[src/pmid_map.svh]
// register offsets, field positions and reset values of the power monitor
// and part identification block; assumes a 32-bit APB with byte addresses
`ifndef PMID_MAP_SVH
`define PMID_MAP_SVH

// ----------------------------------------------------------------
// register byte offsets
// ----------------------------------------------------------------
`define PMID_OFF_ID_HIGH     4'h0
`define PMID_OFF_ID_LOW      4'h4
`define PMID_OFF_CTRL_1      4'h8
`define PMID_OFF_CTRL_2      4'hC

// ----------------------------------------------------------------
// power_monitor_ctrl_1 fields
// ----------------------------------------------------------------
`define PMID_C1_WARN_FLAG    7
`define PMID_C1_WARN_ACK     6
`define PMID_C1_WARN_IRQ_EN  5
`define PMID_C1_DET_RST_EN   4
`define PMID_C1_DET_STOP_EN  3
`define PMID_C1_DET_EN       2
`define PMID_C1_REF_BUF_EN   0

// ----------------------------------------------------------------
// power_monitor_ctrl_2 fields
// ----------------------------------------------------------------
`define PMID_C2_DET_TRIP     5
`define PMID_C2_WARN_TRIP    4
`define PMID_C2_DS_FLAG      3
`define PMID_C2_DS_ACK       2
`define PMID_C2_DS_SEL       0

// ----------------------------------------------------------------
// reset values
// ----------------------------------------------------------------
`define PMID_RST_REF_BUF_EN  1'h0
`define PMID_RST_IRQ_EN      1'h0
`define PMID_RST_DET_RST_EN  1'h1
`define PMID_RST_DET_STOP_EN 1'h0
`define PMID_RST_DET_EN      1'h1
`define PMID_RST_DS_SEL      1'h0
`define PMID_RST_TRIP        1'h0

`endif

[src/pmid_pkg.sv]
// types of the power monitor and part identification block
// assumes nothing of its surroundings
package pmid_pkg;

   typedef logic [31:0] pmid_word_t;
   typedef logic [3:0]  pmid_addr_t;

   // which trip point pair is selected
   typedef enum logic [1:0]
   {
      PMID_TRIP_LOW_A,
      PMID_TRIP_LOW_B,
      PMID_TRIP_HIGH_A,
      PMID_TRIP_HIGH_B
   } pmid_trip_t;

endpackage

[src/pmid_regs.sv]
// power monitor controls and part identification registers on APB
// assumes comparators, reset controller and stop sequencer around it
`timescale 1ns/1ps
`include "pmid_map.svh"

// What this block does
// - id pair returns fixed 12-bit part number, high nibble then low byte
// - bit 7 of high id register reads zero, writes ignored
// - bits 6:4 of high id register reserved, writes ignored
// - warning flag sticky: set while or since warning existed
// - ack write clears warning flag only when warning is gone
// - interrupt request while warning flag and irq enable are one
// - detect event forces full reset if reset enable and detect enable
// - stop enable keeps detection alive in stop, only with detect enable
// - detect enable turns detection on, qualifies reset and stop enables
// - bit 0 of ctrl 1 register enables the reference buffer
// - write-once controls other than detect trip select take only the first write after any reset
// - detect trip select is write-once against power-on reset only
// - detect and warning selects pick one of four trip points
// - deep stop flag reads one after recovery from deep stop
// - writing one to deep stop ack clears deep stop flag
// - deep stop select: zero chooses stop3, one chooses stop2
// - warning flag set when supply below warning point, also after reset
module pmid_regs
#(
   parameter logic [11:0] PART_NUMBER = 12'h5A5  // arbitrary value
)
(
   // apb slave
   input  wire logic                pclk,
   input  wire logic                presetn,
   input  wire logic                psel,
   input  wire logic                penable,
   input  wire logic                pwrite,
   input  wire pmid_pkg::pmid_addr_t paddr,
   input  wire pmid_pkg::pmid_word_t pwdata,
   output      pmid_pkg::pmid_word_t prdata,
   output      logic                pready,
   output      logic                pslverr,
   // reset cause, power-on only when low
   input  wire logic                por_n,
   // analog and mode status
   input  wire logic                low_supply_warning,
   input  wire logic                low_supply_detect,
   input  wire logic                in_stop,
   input  wire logic                deep_stop_recovered,
   // controls
   output      logic                irq,
   output      logic                detect_reset_req,
   output      logic                detect_active,
   output      logic                reference_buffer_en,
   output      logic                deep_stop_select,
   output      pmid_pkg::pmid_trip_t trip_select
);
   import pmid_pkg::*;

   localparam int ID_W = 12;
   initial
   begin
      if ($bits(PART_NUMBER) != ID_W)
         $error("part number must be 12 bits");
   end

   // ----------------------------------------------------------------
   // bus decode
   // ----------------------------------------------------------------
   logic       wr_en;
   logic       rd_en;
   logic       hit;
   pmid_word_t rd_word;

   function automatic logic is_addr(input pmid_addr_t a, input pmid_addr_t o);
      is_addr = (a == o);
   endfunction

   assign wr_en = psel & penable & pwrite & ~pready;
   assign rd_en = psel & penable & ~pwrite & ~pready;
   assign hit   = is_addr(paddr, `PMID_OFF_ID_HIGH)
                | is_addr(paddr, `PMID_OFF_ID_LOW)
                | is_addr(paddr, `PMID_OFF_CTRL_1)
                | is_addr(paddr, `PMID_OFF_CTRL_2);

   logic wr_c1;
   logic wr_c2;
   assign wr_c1 = wr_en & is_addr(paddr, `PMID_OFF_CTRL_1);
   assign wr_c2 = wr_en & is_addr(paddr, `PMID_OFF_CTRL_2);

   // ----------------------------------------------------------------
   // state
   // ----------------------------------------------------------------
   logic warn_flag_ff;
   logic irq_en_ff;
   logic det_rst_en_ff;
   logic det_stop_en_ff;
   logic det_en_ff;
   logic ref_buf_ff;
   logic ds_sel_ff;
   logic ds_flag_ff;
   logic c1_lock_ff;
   logic ds_lock_ff;
   logic det_trip_ff;
   logic warn_trip_ff;
   logic trip_lock_ff;
   logic det_active_now;

   // ----------------------------------------------------------------
   // warning flag
   // ----------------------------------------------------------------
   // set wins over ack; condition present right after reset also sets
   always_ff @(posedge pclk or negedge presetn)
   begin
      if (!presetn)
         warn_flag_ff <= 1'h0;
      else if (low_supply_warning)
         warn_flag_ff <= 1'h1;
      else if (wr_c1 && pwdata[`PMID_C1_WARN_ACK])
         warn_flag_ff <= 1'h0;
   end

   // ----------------------------------------------------------------
   // ctrl 1 plain bits
   // ----------------------------------------------------------------
   always_ff @(posedge pclk or negedge presetn)
   begin
      if (!presetn)
      begin
         irq_en_ff  <= `PMID_RST_IRQ_EN;
         ref_buf_ff <= `PMID_RST_REF_BUF_EN;
      end
      else if (wr_c1)
      begin
         irq_en_ff  <= pwdata[`PMID_C1_WARN_IRQ_EN];
         ref_buf_ff <= pwdata[`PMID_C1_REF_BUF_EN];
      end
   end

   // ----------------------------------------------------------------
   // ctrl 1 write-once bits
   // ----------------------------------------------------------------
   always_ff @(posedge pclk or negedge presetn)
   begin
      if (!presetn)
      begin
         det_rst_en_ff  <= `PMID_RST_DET_RST_EN;
         det_stop_en_ff <= `PMID_RST_DET_STOP_EN;
         det_en_ff      <= `PMID_RST_DET_EN;
         c1_lock_ff     <= 1'h0;
      end
      else if (wr_c1 && !c1_lock_ff)
      begin
         det_rst_en_ff  <= pwdata[`PMID_C1_DET_RST_EN];
         det_stop_en_ff <= pwdata[`PMID_C1_DET_STOP_EN];
         det_en_ff      <= pwdata[`PMID_C1_DET_EN];
         c1_lock_ff     <= 1'h1;
      end
   end

   // ----------------------------------------------------------------
   // ctrl 2: deep stop select and flag
   // ----------------------------------------------------------------
   always_ff @(posedge pclk or negedge presetn)
   begin
      if (!presetn)
      begin
         ds_sel_ff  <= `PMID_RST_DS_SEL;
         ds_lock_ff <= 1'h0;
      end
      else if (wr_c2 && !ds_lock_ff)
      begin
         ds_sel_ff  <= pwdata[`PMID_C2_DS_SEL];
         ds_lock_ff <= 1'h1;
      end
   end

   // recovery event wins over ack
   always_ff @(posedge pclk or negedge presetn)
   begin
      if (!presetn)
         ds_flag_ff <= 1'h0;
      else if (deep_stop_recovered)
         ds_flag_ff <= 1'h1;
      else if (wr_c2 && pwdata[`PMID_C2_DS_ACK])
         ds_flag_ff <= 1'h0;
   end

   // ----------------------------------------------------------------
   // ctrl 2: trip selects, cleared by power-on only
   // ----------------------------------------------------------------
   // por_n is a synchronous qualifier; presetn alone keeps these
   always_ff @(posedge pclk)
   begin
      if (!por_n)
      begin
         det_trip_ff  <= `PMID_RST_TRIP;
         warn_trip_ff <= `PMID_RST_TRIP;
         trip_lock_ff <= 1'h0;
      end
      else if (presetn && wr_c2)
      begin
         warn_trip_ff <= pwdata[`PMID_C2_WARN_TRIP];
         if (!trip_lock_ff)
         begin
            det_trip_ff  <= pwdata[`PMID_C2_DET_TRIP];
            trip_lock_ff <= 1'h1;
         end
      end
   end

   // ----------------------------------------------------------------
   // detection qualify
   // ----------------------------------------------------------------
   // stop enable and reset enable count only with detect enable
   assign det_active_now = det_en_ff & (~in_stop | det_stop_en_ff);

   // ----------------------------------------------------------------
   // outputs
   // ----------------------------------------------------------------
   always_ff @(posedge pclk or negedge presetn)
   begin
      if (!presetn)
      begin
         irq                 <= 1'h0;
         detect_reset_req    <= 1'h0;
         detect_active       <= 1'h0;
         reference_buffer_en <= 1'h0;
         deep_stop_select    <= 1'h0;
      end
      else
      begin
         irq                 <= warn_flag_ff & irq_en_ff;
         detect_reset_req    <= det_active_now & det_rst_en_ff
                                & low_supply_detect;
         detect_active       <= det_active_now;
         reference_buffer_en <= ref_buf_ff;
         deep_stop_select    <= ds_sel_ff;
      end
   end

   // trip outputs follow the power-on-only selects, untouched by presetn
   always_ff @(posedge pclk)
   begin
      trip_select <= pmid_trip_t'({det_trip_ff, warn_trip_ff});
   end

   // ----------------------------------------------------------------
   // read mux
   // ----------------------------------------------------------------
   always_comb
   begin
      rd_word = '0;
      unique case (paddr)
         `PMID_OFF_ID_HIGH:
            rd_word[3:0] = PART_NUMBER[11:8];
         `PMID_OFF_ID_LOW:
            rd_word[7:0] = PART_NUMBER[7:0];
         `PMID_OFF_CTRL_1:
         begin
            rd_word[`PMID_C1_WARN_FLAG]   = warn_flag_ff;
            rd_word[`PMID_C1_WARN_IRQ_EN] = irq_en_ff;
            rd_word[`PMID_C1_DET_RST_EN]  = det_rst_en_ff;
            rd_word[`PMID_C1_DET_STOP_EN] = det_stop_en_ff;
            rd_word[`PMID_C1_DET_EN]      = det_en_ff;
            rd_word[`PMID_C1_REF_BUF_EN]  = ref_buf_ff;
         end
         `PMID_OFF_CTRL_2:
         begin
            rd_word[`PMID_C2_DET_TRIP]  = det_trip_ff;
            rd_word[`PMID_C2_WARN_TRIP] = warn_trip_ff;
            rd_word[`PMID_C2_DS_FLAG]   = ds_flag_ff;
            rd_word[`PMID_C2_DS_SEL]    = ds_sel_ff;
         end
         default:
            rd_word = '0;
      endcase
   end

   // ----------------------------------------------------------------
   // apb answer, one wait state
   // ----------------------------------------------------------------
   always_ff @(posedge pclk or negedge presetn)
   begin
      if (!presetn)
      begin
         pready  <= 1'h0;
         pslverr <= 1'h0;
         prdata  <= '0;
      end
      else
      begin
         pready  <= wr_en | rd_en;
         pslverr <= (wr_en | rd_en) & ~hit;
         prdata  <= rd_en ? rd_word : '0;
      end
   end

endmodule

[config.mk]
export PLATFORM = sky130hd
export DESIGN_NAME = pmid_regs
export DESIGN_NICKNAME = d
export VERILOG_FILES = /design/src/pmid_pkg.sv /design/src/pmid_regs.sv
export VERILOG_INCLUDE_DIRS = /design/src
export SDC_FILE = /design/constraint.sdc
export NUM_CORES = 1
export LEC_CHECK = 0
export ABC_AREA = 1
export BUFFER_PORTS_ARGS = -buffer_cell sky130_fd_sc_hd__buf_2
export CAP_MARGIN = 20
export CORE_MARGIN = 3
export CORE_UTILIZATION = 39
export CTS_BUF_LIST = sky130_fd_sc_hd__clkbuf_4
export DETAILED_ROUTE_END_ITERATION = 8
export PLACE_DENSITY = 0.81
export REMOVE_ABC_BUFFERS = 1
export SLEW_MARGIN = 20
export SYNTH_ARGS = -nofsm -noshare
export SYNTH_HDL_FRONTEND = slang
export SYNTH_SLANG_ARGS = --single-unit
[constraint.sdc]
create_clock -name pclk -period 1.08 [get_ports pclk]
set_input_delay 0.108 -clock pclk [delete_from_list [all_inputs] [get_ports pclk]]
set_output_delay 0.108 -clock pclk [all_outputs]
set_load 0.1 [all_outputs]
==> flow_summary_export.csv, run 1 <==
group,metric,value,unit
run_status,status,"finished with violations",
run_status,violations,"setup timing",
global_route,grt_pass1_vias,1008,
routing,drt-pass1-iter-count,4,
setup_path,critPathMaxStageDelay,0.46,ns
synthesis,avgSynthCellArea,8.97,um^2
synthesis,synth_seq_cells,28,
clocking,insertion_delay,0.32,ns
sta,min_period,1.18,ns
sta,setup_slack,-0.0974,ns
finish,largest_reg_flops,6,
setup_path,endpoint_kind,"primary output",
synthesis,ys_warn_count,0,
floorplanning,core,3150,um^2
sta,drv_slew,0,
routing,drc,0,
synthesis,synthCells,148,
floorplanning,die_w,64.3,um
placement,port_buffers,34,
sta,clock.fmax,849,MHz
global_route,grt_pass1_wl,4.49,mm
global_route,grt_usage,13.9,%
finish,top_register,"prdata",
finish,diodes,0,
setup_path,crit_required,0.97,ns
setup_path,cp-start-kind,"register",
finish,top_regs,"prdata: 6 flops, trip_select: 2 flops",
routing,vias,1038,
global_route,grt_max_degree,23,
clocking,clock-sinks,28,
sta,setup_viol,10,
placement,hpwlAfterDp,2.16,mm
floorplanning,dieArea,4140,um^2
global_route,antenna_found_initial,0,
hold_path,worstHoldPathType,"input pin to register",
finish,nets,246,
synthesis,syn_area,1330,um^2
routing,routed_via_density,4.27,
floorplanning,die_height,64.3,um
clocking,cts_buffers,3,
pwr,ir_drop,0.000599,V
clocking,htree_levels,1,
pwr,power_density,1260,nW/um^2
sta,period_share,109,%
global_route,grt.overflow.total,0,
sta,finClkSkew,0.00644,ns
floorplanning,rows,20,
sta,finalHoldViolations,0,
finish,drive_above_1_share,35.7,%
routing,totalWireLength,2.77,mm
finish,final_util,59.0,%
routing,avgRoutedWirePerCell,11.4,um
floorplanning,initial_core_util,42.1,%
clocking,cts_tree,"built",
sta,finalSetupTns,-0.533,ns
floorplanning,io_pins,87,
setup_path,crit_arrival,1.07,ns
pwr,power_leakage,0.000941,uW
sta,whs,0.0112,ns
setup_path,crit_chain,"buf_6 -> buf_12",
synthesis,yosysSeqAreaShare,51.1,%
clocking,clk_pin_slew,0.15,ns
synthesis,yosysUniqueCellTypes,23,
placement,gp_congestion,0.827,
setup_path,path_max_fanout,4,
clocking,clk_path_buf_depth,2,
flow_run,drv_cap,0,
finish,areaGrowthSynthToFinish,40.2,%
setup_path,path_class,"register to primary output",
setup_path,crit_slowest_cell,"dfrtp_2",
sta,rsz0062_at_grt,"true",
clocking,cts_root_buf,"clkbuf_4",
routing,drtIter0Drc,22,
routing,ant_nets,0,
[power breakdown]
| group | total (uW) | switching, uW | internal (uW) |
|---|---|---|---|
| Sequential | 1120 | 33.7 | 1090 |
| Clock | 431 | 295 | 135 |
| Combinational | 803 | 644 | 159 |
| Total | 2350 | 973 | 1380 |
[per-layer routing]
metal / global-route usage (%) / wire (um)
met1: 15.9 / 1060
met2: 25.5 / 1490
met3: 2.99 / 206
met4: 3.96 / 15
met5: 0 / 0
[placed cells by master, fill, tap and decap left out]
cell            n
a21o_1          1
a21oi_1         5
a21oi_2         1
a31oi_1         1
buf_12         15
buf_2          19
buf_4           5
buf_6           3
clkbuf_4        3
clkinv_1        1
conb_1         26
dfrtp_1        20
dfrtp_2         1
dfstp_2         2
dfxtp_1         5
dlygate4sd3_1   6
inv_1          15
inv_2           6
nand2_1        29
nand2_2         5
nand2_4         2
nand3_1         5
nand3_2         1
nand3_4         1
nand4_1         1
nor2_1          8
nor2_4          3
nor3_1          1
nor3_4          1
o21ai_1         4
o21ai_2         2
or2_2           1
[cell type report]
| type | instances | area (um^2) |
|---|---|---|
| fill | 270 | 1290 |
| clock inverter | 1 | 3.75 |
| clock buffer | 3 | 22.5 |
| timing repair buffer | 48 | 527 |
| multi-input combinational | 98 | 495 |
| tap | 44 | 55.1 |
| inverter | 21 | 78.8 |
| sequential | 28 | 679 |
[critical path, delay by kind of cell, from the launching register on]
| family | cells | cell delay [ns] |
|---|---|---|
| flip-flops | 1 | 0.46 |
| buffers and inverters | 2 | 0.28 |
[cells by family (layout without fill, tap and decap cells)]
group                  Yosys count  count (layout)  share of synthesized area (%)
AND/OR/NAND/NOR                 58              58                           22.4
buffers and inverters           47              73                           20.6
flip-flops                      28              28                           51.1
AO/OA/AOI/OAI                   14              14                           5.56
other                            1              26                          0.282
[worst paths after layout]
kind / from / depth (start not counted) / to / slack (ns)
min: pwdata[0] / 3 / ds_sel_ff / 0.01
max: pready / 2 / pready / -0.1
max reg2reg: pready / 7 / det_stop_en_ff / -0.08
max in group asynchronous: presetn / 3 / det_rst_en_ff / 0.42
min in group asynchronous: presetn / 2 / ds_lock_ff / 0.13
min reg2reg: det_trip_ff / 0 / trip_select[1] / 0.39
[cells in the mapped netlist]
| master | count | area share [%] |
|---|---|---|
| a21oi_1 | 6 | 2.3 |
| nand2_1 | 33 | 9.3 |
| nand4_1 | 1 | 0.47 |
| nor2_4 | 3 | 2.5 |
| nand3_1 | 5 | 1.9 |
| nor3_4 | 1 | 1.2 |
| nand3_4 | 1 | 1.3 |
| nand2_2 | 2 | 0.94 |
| inv_2 | 6 | 1.7 |
| conb_1 | 1 | 0.28 |
| a21o_1 | 1 | 0.57 |
| nor2_1 | 8 | 2.3 |
| inv_1 | 15 | 4.2 |
| a31oi_1 | 1 | 0.47 |
| or2_2 | 1 | 0.47 |
| o21ai_1 | 6 | 2.3 |
| dfstp_2 | 2 | 4.0 |
| buf_4 | 26 | 15 |
| nand2_4 | 1 | 0.85 |
| dfxtp_1 | 5 | 7.5 |
| nor3_1 | 1 | 0.38 |
| dfrtp_1 | 21 | 40 |
| nand3_2 | 1 | 0.75 |
[timing repair]
action / in CTS / in global routing
setup endpoints to repair: 11 / 19
setup buffers: 2 / 1
hold buffers: 6 / 0
pin swaps: 9 / 5
hold endpoints to repair: 26 / 0
gates resized for setup: 7 / 5
[stage by stage]
step | power [uW] | instance area [um^2] | std cells | worst slack [ns]
after floorplan | 1720 | 1230 | 147 | -0.542
after global placement | 1890 | 1710 | 230 | -0.0508
after detailed placement | 1910 | 1710 | 230 | -0.0680
after CTS | 2350 | 1840 | 242 | -0.0999
after global routing | 2430 | 1860 | 243 | -0.157
final | 2350 | 1860 | 243 | -0.0974
(Power assumes the default switching activity.)
==> run 2: changes to the inputs <==
CORE_UTILIZATION = 46   (was 39)
PLACE_DENSITY = 0.9   (was 0.81)
clock period = 1.4 ns   (was 1.08 ns; I/O delays follow)
==> flow_summary_export.csv, run 2 (synthesis results as in run 1) <==
group,metric,value,unit
run_status,status,"finished, final reports clean",
setup_path,crit_buf_inv,1,
sta,finalSetupTns,0,ns
floorplanning,io_pins,87,
finish,largest_reg_flops,6,
clocking,htree_levels,1,
finish,top_regs,"prdata: 6 flops, trip_select: 2 flops",
setup_path,cp-start-kind,"register",
sta,clock.fmax,780,MHz
routing,drtIter0Drc,31,
setup_path,reg2regPathDepth,7,
finish,design_area,1540,um^2
setup_path,timing.rr.start,"pready",
setup_path,endpoint_kind,"primary output",
setup_path,cp_num_cells,1,
global_route,grt_pass1_wl,3.62,mm
pwr,power_leakage,0.000847,uW
setup_path,crit_slowest_cell,"dfrtp_1",
routing,drt-pass1-iter-count,4,
finish,final_cells,220,
placement,gp_congestion,0.807,
routing,routed_via_density,4.39,
finish,diodes,0,
clocking,cts_root_buf,"clkbuf_4",
finish,top_register,"prdata",
floorplanning,initial_core_util,50.8,%
sta,min_period,1.28,ns
global_route,grt_max_degree,24,
flow_run,drv_cap,0,
sta,period_share,91.6,%
finish,drive_above_1_share,30.0,%
setup_path,path_max_fanout,5,
sta,drv_slew,0,
clocking,cts_tree,"built",
routing,drc,0,
clocking,cts_buffers,3,
placement,port_buffers,34,
sta,finalHoldViolations,0,
finish,final_util,58.8,%
setup_path,crit_start,"pready",
floorplanning,dieArea,3570,um^2
setup_path,critPathMaxStageDelay,0.45,ns
hold_path,hold_depth,3,
routing,ant_nets,0,
global_route,grt_usage,13.7,%
pwr,power,1930,uW
hold_path,worstHoldPathType,"input pin to register",
global_route,grt.overflow.total,0,
finish,nets,237,
floorplanning,rows,18,
floorplanning,core,2610,um^2
finish,most-common-layout-cells,"33 x nand2_1, 33 x buf_2, 26 x conb_1, 21 x dfrtp_1, 15 x inv_1",
finish,areaGrowthSynthToFinish,15.7,%
placement,placed_area,1440,um^2
clocking,clock-sinks,28,
routing,avgRoutedWirePerCell,10.7,um
sta,finClkSkew,0.00876,ns
clocking,clk_path_buf_depth,2,
setup_path,crit_family,"flip-flops",
setup_path,crit_chain,"clkbuf_4",
global_route,antenna_found_initial,0,
setup_path,path_class,"register to primary output",
clocking,post-cts-setup-buffers,0,
placement,hpwlAfterDp,1.78,mm
hold_path,worstHoldStart,"pwdata[2]",
pwr,power_density,1250,nW/um^2
floorplanning,die_height,59.7,um
clocking,clk_pin_slew,0.15,ns
placement,dpl.cell_count,212,
clocking,insertion_delay,0.33,ns
floorplanning,die_w,59.7,um
sta,setup_viol,0,
setup_path,crit_arrival,1.14,ns
routing,totalWireLength,2.36,mm
sta,rsz0062_at_grt,"false",
setup_path,r2r_slack,0.22,ns
routing,vias,965,
pwr,ir_drop,0.000695,V
global_route,grt_pass1_vias,879,
setup_path,crit_required,1.26,ns
[run 2: path summary, 6_finish.rpt]
path	to
max	pready
max in group asynchronous	det_rst_en_ff
max reg2reg	det_trip_ff
min	det_en_ff
min reg2reg	trip_select[1]
min in group asynchronous	prdata[0]
[run 2: where the power goes]
part,internal (uW),switching [uW]
combinational,60.3,485
sequential,837,16.7
clock,290,237
[run 2: per-layer routing]
metal	part of all wire (%)	global-route usage, %	vias to the layer above
met5	0	0	-
met4	0.89	6.01	0
met3	8.3	3.02	4
met2	49	22.5	44
met1	42	17.1	433
li1	-	-	484
[run 2: per-stage QoR]
step / hold WS, ns / worst slack [ns]
2_1_floorplan: -0.156 / -0.222
3_3_place_gp: 0.211 / 0.242
3_5_place_dp: 0.215 / 0.208
4_1_cts: 0.0188 / 0.0123
5_1_grt: 0.0270 / 0.0557
6_report: 0.0233 / 0.118
[run 2: repair_timing]
item | CTS | global route
endpoints found under the setup margin | 0 | 1
endpoints found under the hold margin | 24 | 0
hold buffers | 4 | 0
gates resized for setup | 0 | 1
[run 2: area by class of cell]
type                    count  area (um^2)
clock inverters             1         30.0
flip-flops and latches     28          678
well taps                  30         37.5
repair buffers             39          220
inverters                  21         78.8
fillers                   223         1080
clock buffers               3         22.5
multi-input cells          98          469
==> run 3: changes to the inputs <==
ABC_AREA = 0   (was 1)
==> flow_summary_export.csv, run 3 <==
group,metric,value,unit
run_status,status,"finished, final reports clean",
sta,finClkSkew,0.00371,ns
finish,largest_reg_flops,6,
setup_path,crit_slowest_cell,"dfrtp_1",
setup_path,endpoint_kind,"register",
floorplanning,io_pins,87,
clocking,post-cts-setup-buffers,0,
finish,most-common-layout-cells,"34 x buf_2, 26 x conb_1, 21 x dfrtp_1, 6 x nand2_1, 6 x mux2_2",
finish,drive_above_1_share,38.5,%
finish,nets,195,
finish,areaGrowthSynthToFinish,12.4,%
setup_path,path_class,"register to register",
synthesis,synth_top_flop_cell,"dfrtp_1",
routing,avgRoutedWirePerCell,13.5,um
synthesis,async_flop_share,82.1,%
sta,drv_slew,0,
setup_path,critPathMaxStageDelay,0.41,ns
synthesis,yosys.area.top_type,"dfrtp_1",
pwr,netSwitchingFraction,42.0,%
clocking,clock-sinks,28,
setup_path,path_max_fanout,5,
finish,multi_input_area,519,um^2
placement,gp_congestion,0.809,
hold_path,worstHoldPathType,"input pin to register",
floorplanning,core,2610,um^2
finish,top_register,"prdata",
synthesis,yosysMostFrequentCell,"buf_4",
sta,setup_viol,0,
floorplanning,initial_core_util,50.7,%
setup_path,cp_num_cells,3,
setup_path,cp-endpoint,"ds_sel_ff",
floorplanning,die_w,59.6,um
synthesis,yosys-top-cells-count,"26 x buf_4, 21 x dfrtp_1, 7 x mux2_2",
routing,drt-pass1-iter-count,4,
setup_path,crit_arrival,1.57,ns
routing,ant_nets,0,
synthesis,synth_seq_cells,28,
finish,top_regs,"prdata: 6 flops, trip_select: 2 flops",
finish,final_common_cell,"buf_2",
clocking,insertion_delay,0.32,ns
setup_path,r2r_slack,0.05,ns
pwr,p_comb_share,33.2,%
sta,finalSetupTns,0,ns
setup_path,rr_endpoint,"ds_sel_ff",
pwr,ir_drop,0.00109,V
setup_path,crit_family,"simple AND/OR/NAND/NOR gates",
pwr,intPower,1050,uW
setup_path,reg2regPathDepth,3,
synthesis,ys_warn_count,0,
floorplanning,die_height,59.6,um
routing,drc,0,
setup_path,crit_start,"pready",
global_route,grt_pass1_wl,3.67,mm
synthesis,yosysSeqAreaShare,51.2,%
setup_path,crit_chain,"nand3b_4 -> nor4_2 -> mux2_2",
synthesis,ys_top_cells_by_area,"dfrtp_1 40%, buf_4 15%, dfxtp_1 7.6%, mux2_2 6.0%, dfstp_2 4.0%",
finish,seq_area,678,um^2
routing,routed_via_density,4.84,
placement,hpwlAfterDp,1.84,mm
synthesis,yosysUniqueCellTypes,30,
global_route,grt_usage,14.0,%
sta,rsz0062_at_grt,"true",
floorplanning,rows,18,
clocking,clk_path_buf_depth,2,
routing,vias,862,
sta,min_period,1.35,ns
setup_path,crit_buf_inv,0,
synthesis,avgSynthCellArea,12.1,um^2
finish,n_fill_cell,213,
setup_path,cp-start-kind,"register",
pwr,power_density,1220,nW/um^2
clocking,cts_root_buf,"clkbuf_4",
sta,setup_slack,0.0510,ns
finish,diodes,0,
synthesis,synth_edf_count,0,
clocking,htree_levels,1,
global_route,antenna_found_initial,0,
flow_run,drv_cap,0,
placement,port_buffers,34,
clocking,clk_pin_slew,0.14,ns
setup_path,timing.rr.start,"pready",
finish,final_util,56.9,%
synthesis,synth.top_cell.area_share,39.7,%
routing,drtIter0Drc,15,
setup_path,crit_required,1.62,ns
sta,clock.fmax,741,MHz
clocking,cts_tree,"built",
sta,finalHoldViolations,0,
sta,period_share,96.4,%
synthesis,syn_area,1320,um^2
pwr,power_switching,762,uW
synthesis,synthCells,109,
hold_path,worstHoldStart,"in_stop",
pwr,p_seq_share,49.0,%
floorplanning,dieArea,3560,um^2
pwr,power_leakage,0.000795,uW
pwr,clockPowerShare,17.8,%
routing,totalWireLength,2.40,mm
global_route,grt.overflow.total,0,
global_route,grt_max_degree,24,
pwr,power,1820,uW
placement,pre_cts_ws,0.0139,ns
clocking,cts_buffers,3,
global_route,grt_pass1_vias,839,
run 3: power by group through the flow:
stage / clock, uW / combinational (uW) / sequential (uW)
finish: 323 / 602 / 891
global route: 359 / 623 / 900
CTS: 334 / 596 / 891
detailed placement: 0 / 589 / 907
global placement: 0 / 582 / 903
floorplan: 0 / 371 / 1030
run 3: kinds of logic (layout without fill, tap and decap cells):
family	after synthesis	in the layout	synth area share, %
buffers and inverters	33	47	17.9
other	1	26	0.283
AOI/OAI and AO/OA	9	9	4.63
DFF	28	28	51.2
and+or+nand+nor	26	26	16.3
muxes	12	12	9.74
run 3: layout make-up:
type | count | share of cell area (%)
timing repair buffer | 38 | 14.0
multi-input combinational | 73 | 34.9
clock buffer | 3 | 1.51
sequential | 28 | 45.6
inverter | 5 | 1.26
tap | 30 | 2.52
clock inverter | 1 | 0.252
run 3: how the worst min path moves through the flow:
stage	cells after the start	endpoint	slack (ns)
after floorplan	0	c1_lock_ff	-0.16
after global placement	2	irq	0.18
after detailed placement	2	prdata[2]	0.19
after CTS	2	detect_active	0.02
after global routing	2	detect_active	0.02
final	2	detect_active	0.02
run 3: stage by stage:
| stage | area [um^2] | hold slack, ns | cells |
|---|---|---|---|
| 2_1_floorplan | 1200 | -0.156 | 106 |
| 3_3_place_gp | 1420 | 0.178 | 171 |
| 3_5_place_dp | 1420 | 0.194 | 171 |
| 4_1_cts | 1470 | 0.0180 | 178 |
| 5_1_grt | 1490 | 0.0195 | 178 |
| 6_report | 1490 | 0.0245 | 178 |
run 3: timing repair:
item	4_1_cts	5_1_grt
endpoints found under the setup margin	1	3
gates resized for setup	0	3
endpoints found under the hold margin	23	0
cloned	0	0
hold buffers	3	0
pin swaps	1	0
run 3: worst reg2reg max path, stage by stage (launching register included):
cell,delay (ns)
dfrtp_1,0.41
nand3b_4,0.22
nor4_2,0.26
mux2_2,0.36
run 3: per-layer routing:
metal	up-vias	routed length, um	global-route usage (%)
li1	399	-	-
met1	398	881	16.2
met2	60	1180	23.3
met3	5	283	2.61
met4	0	57	9.49
met5	-	0	0
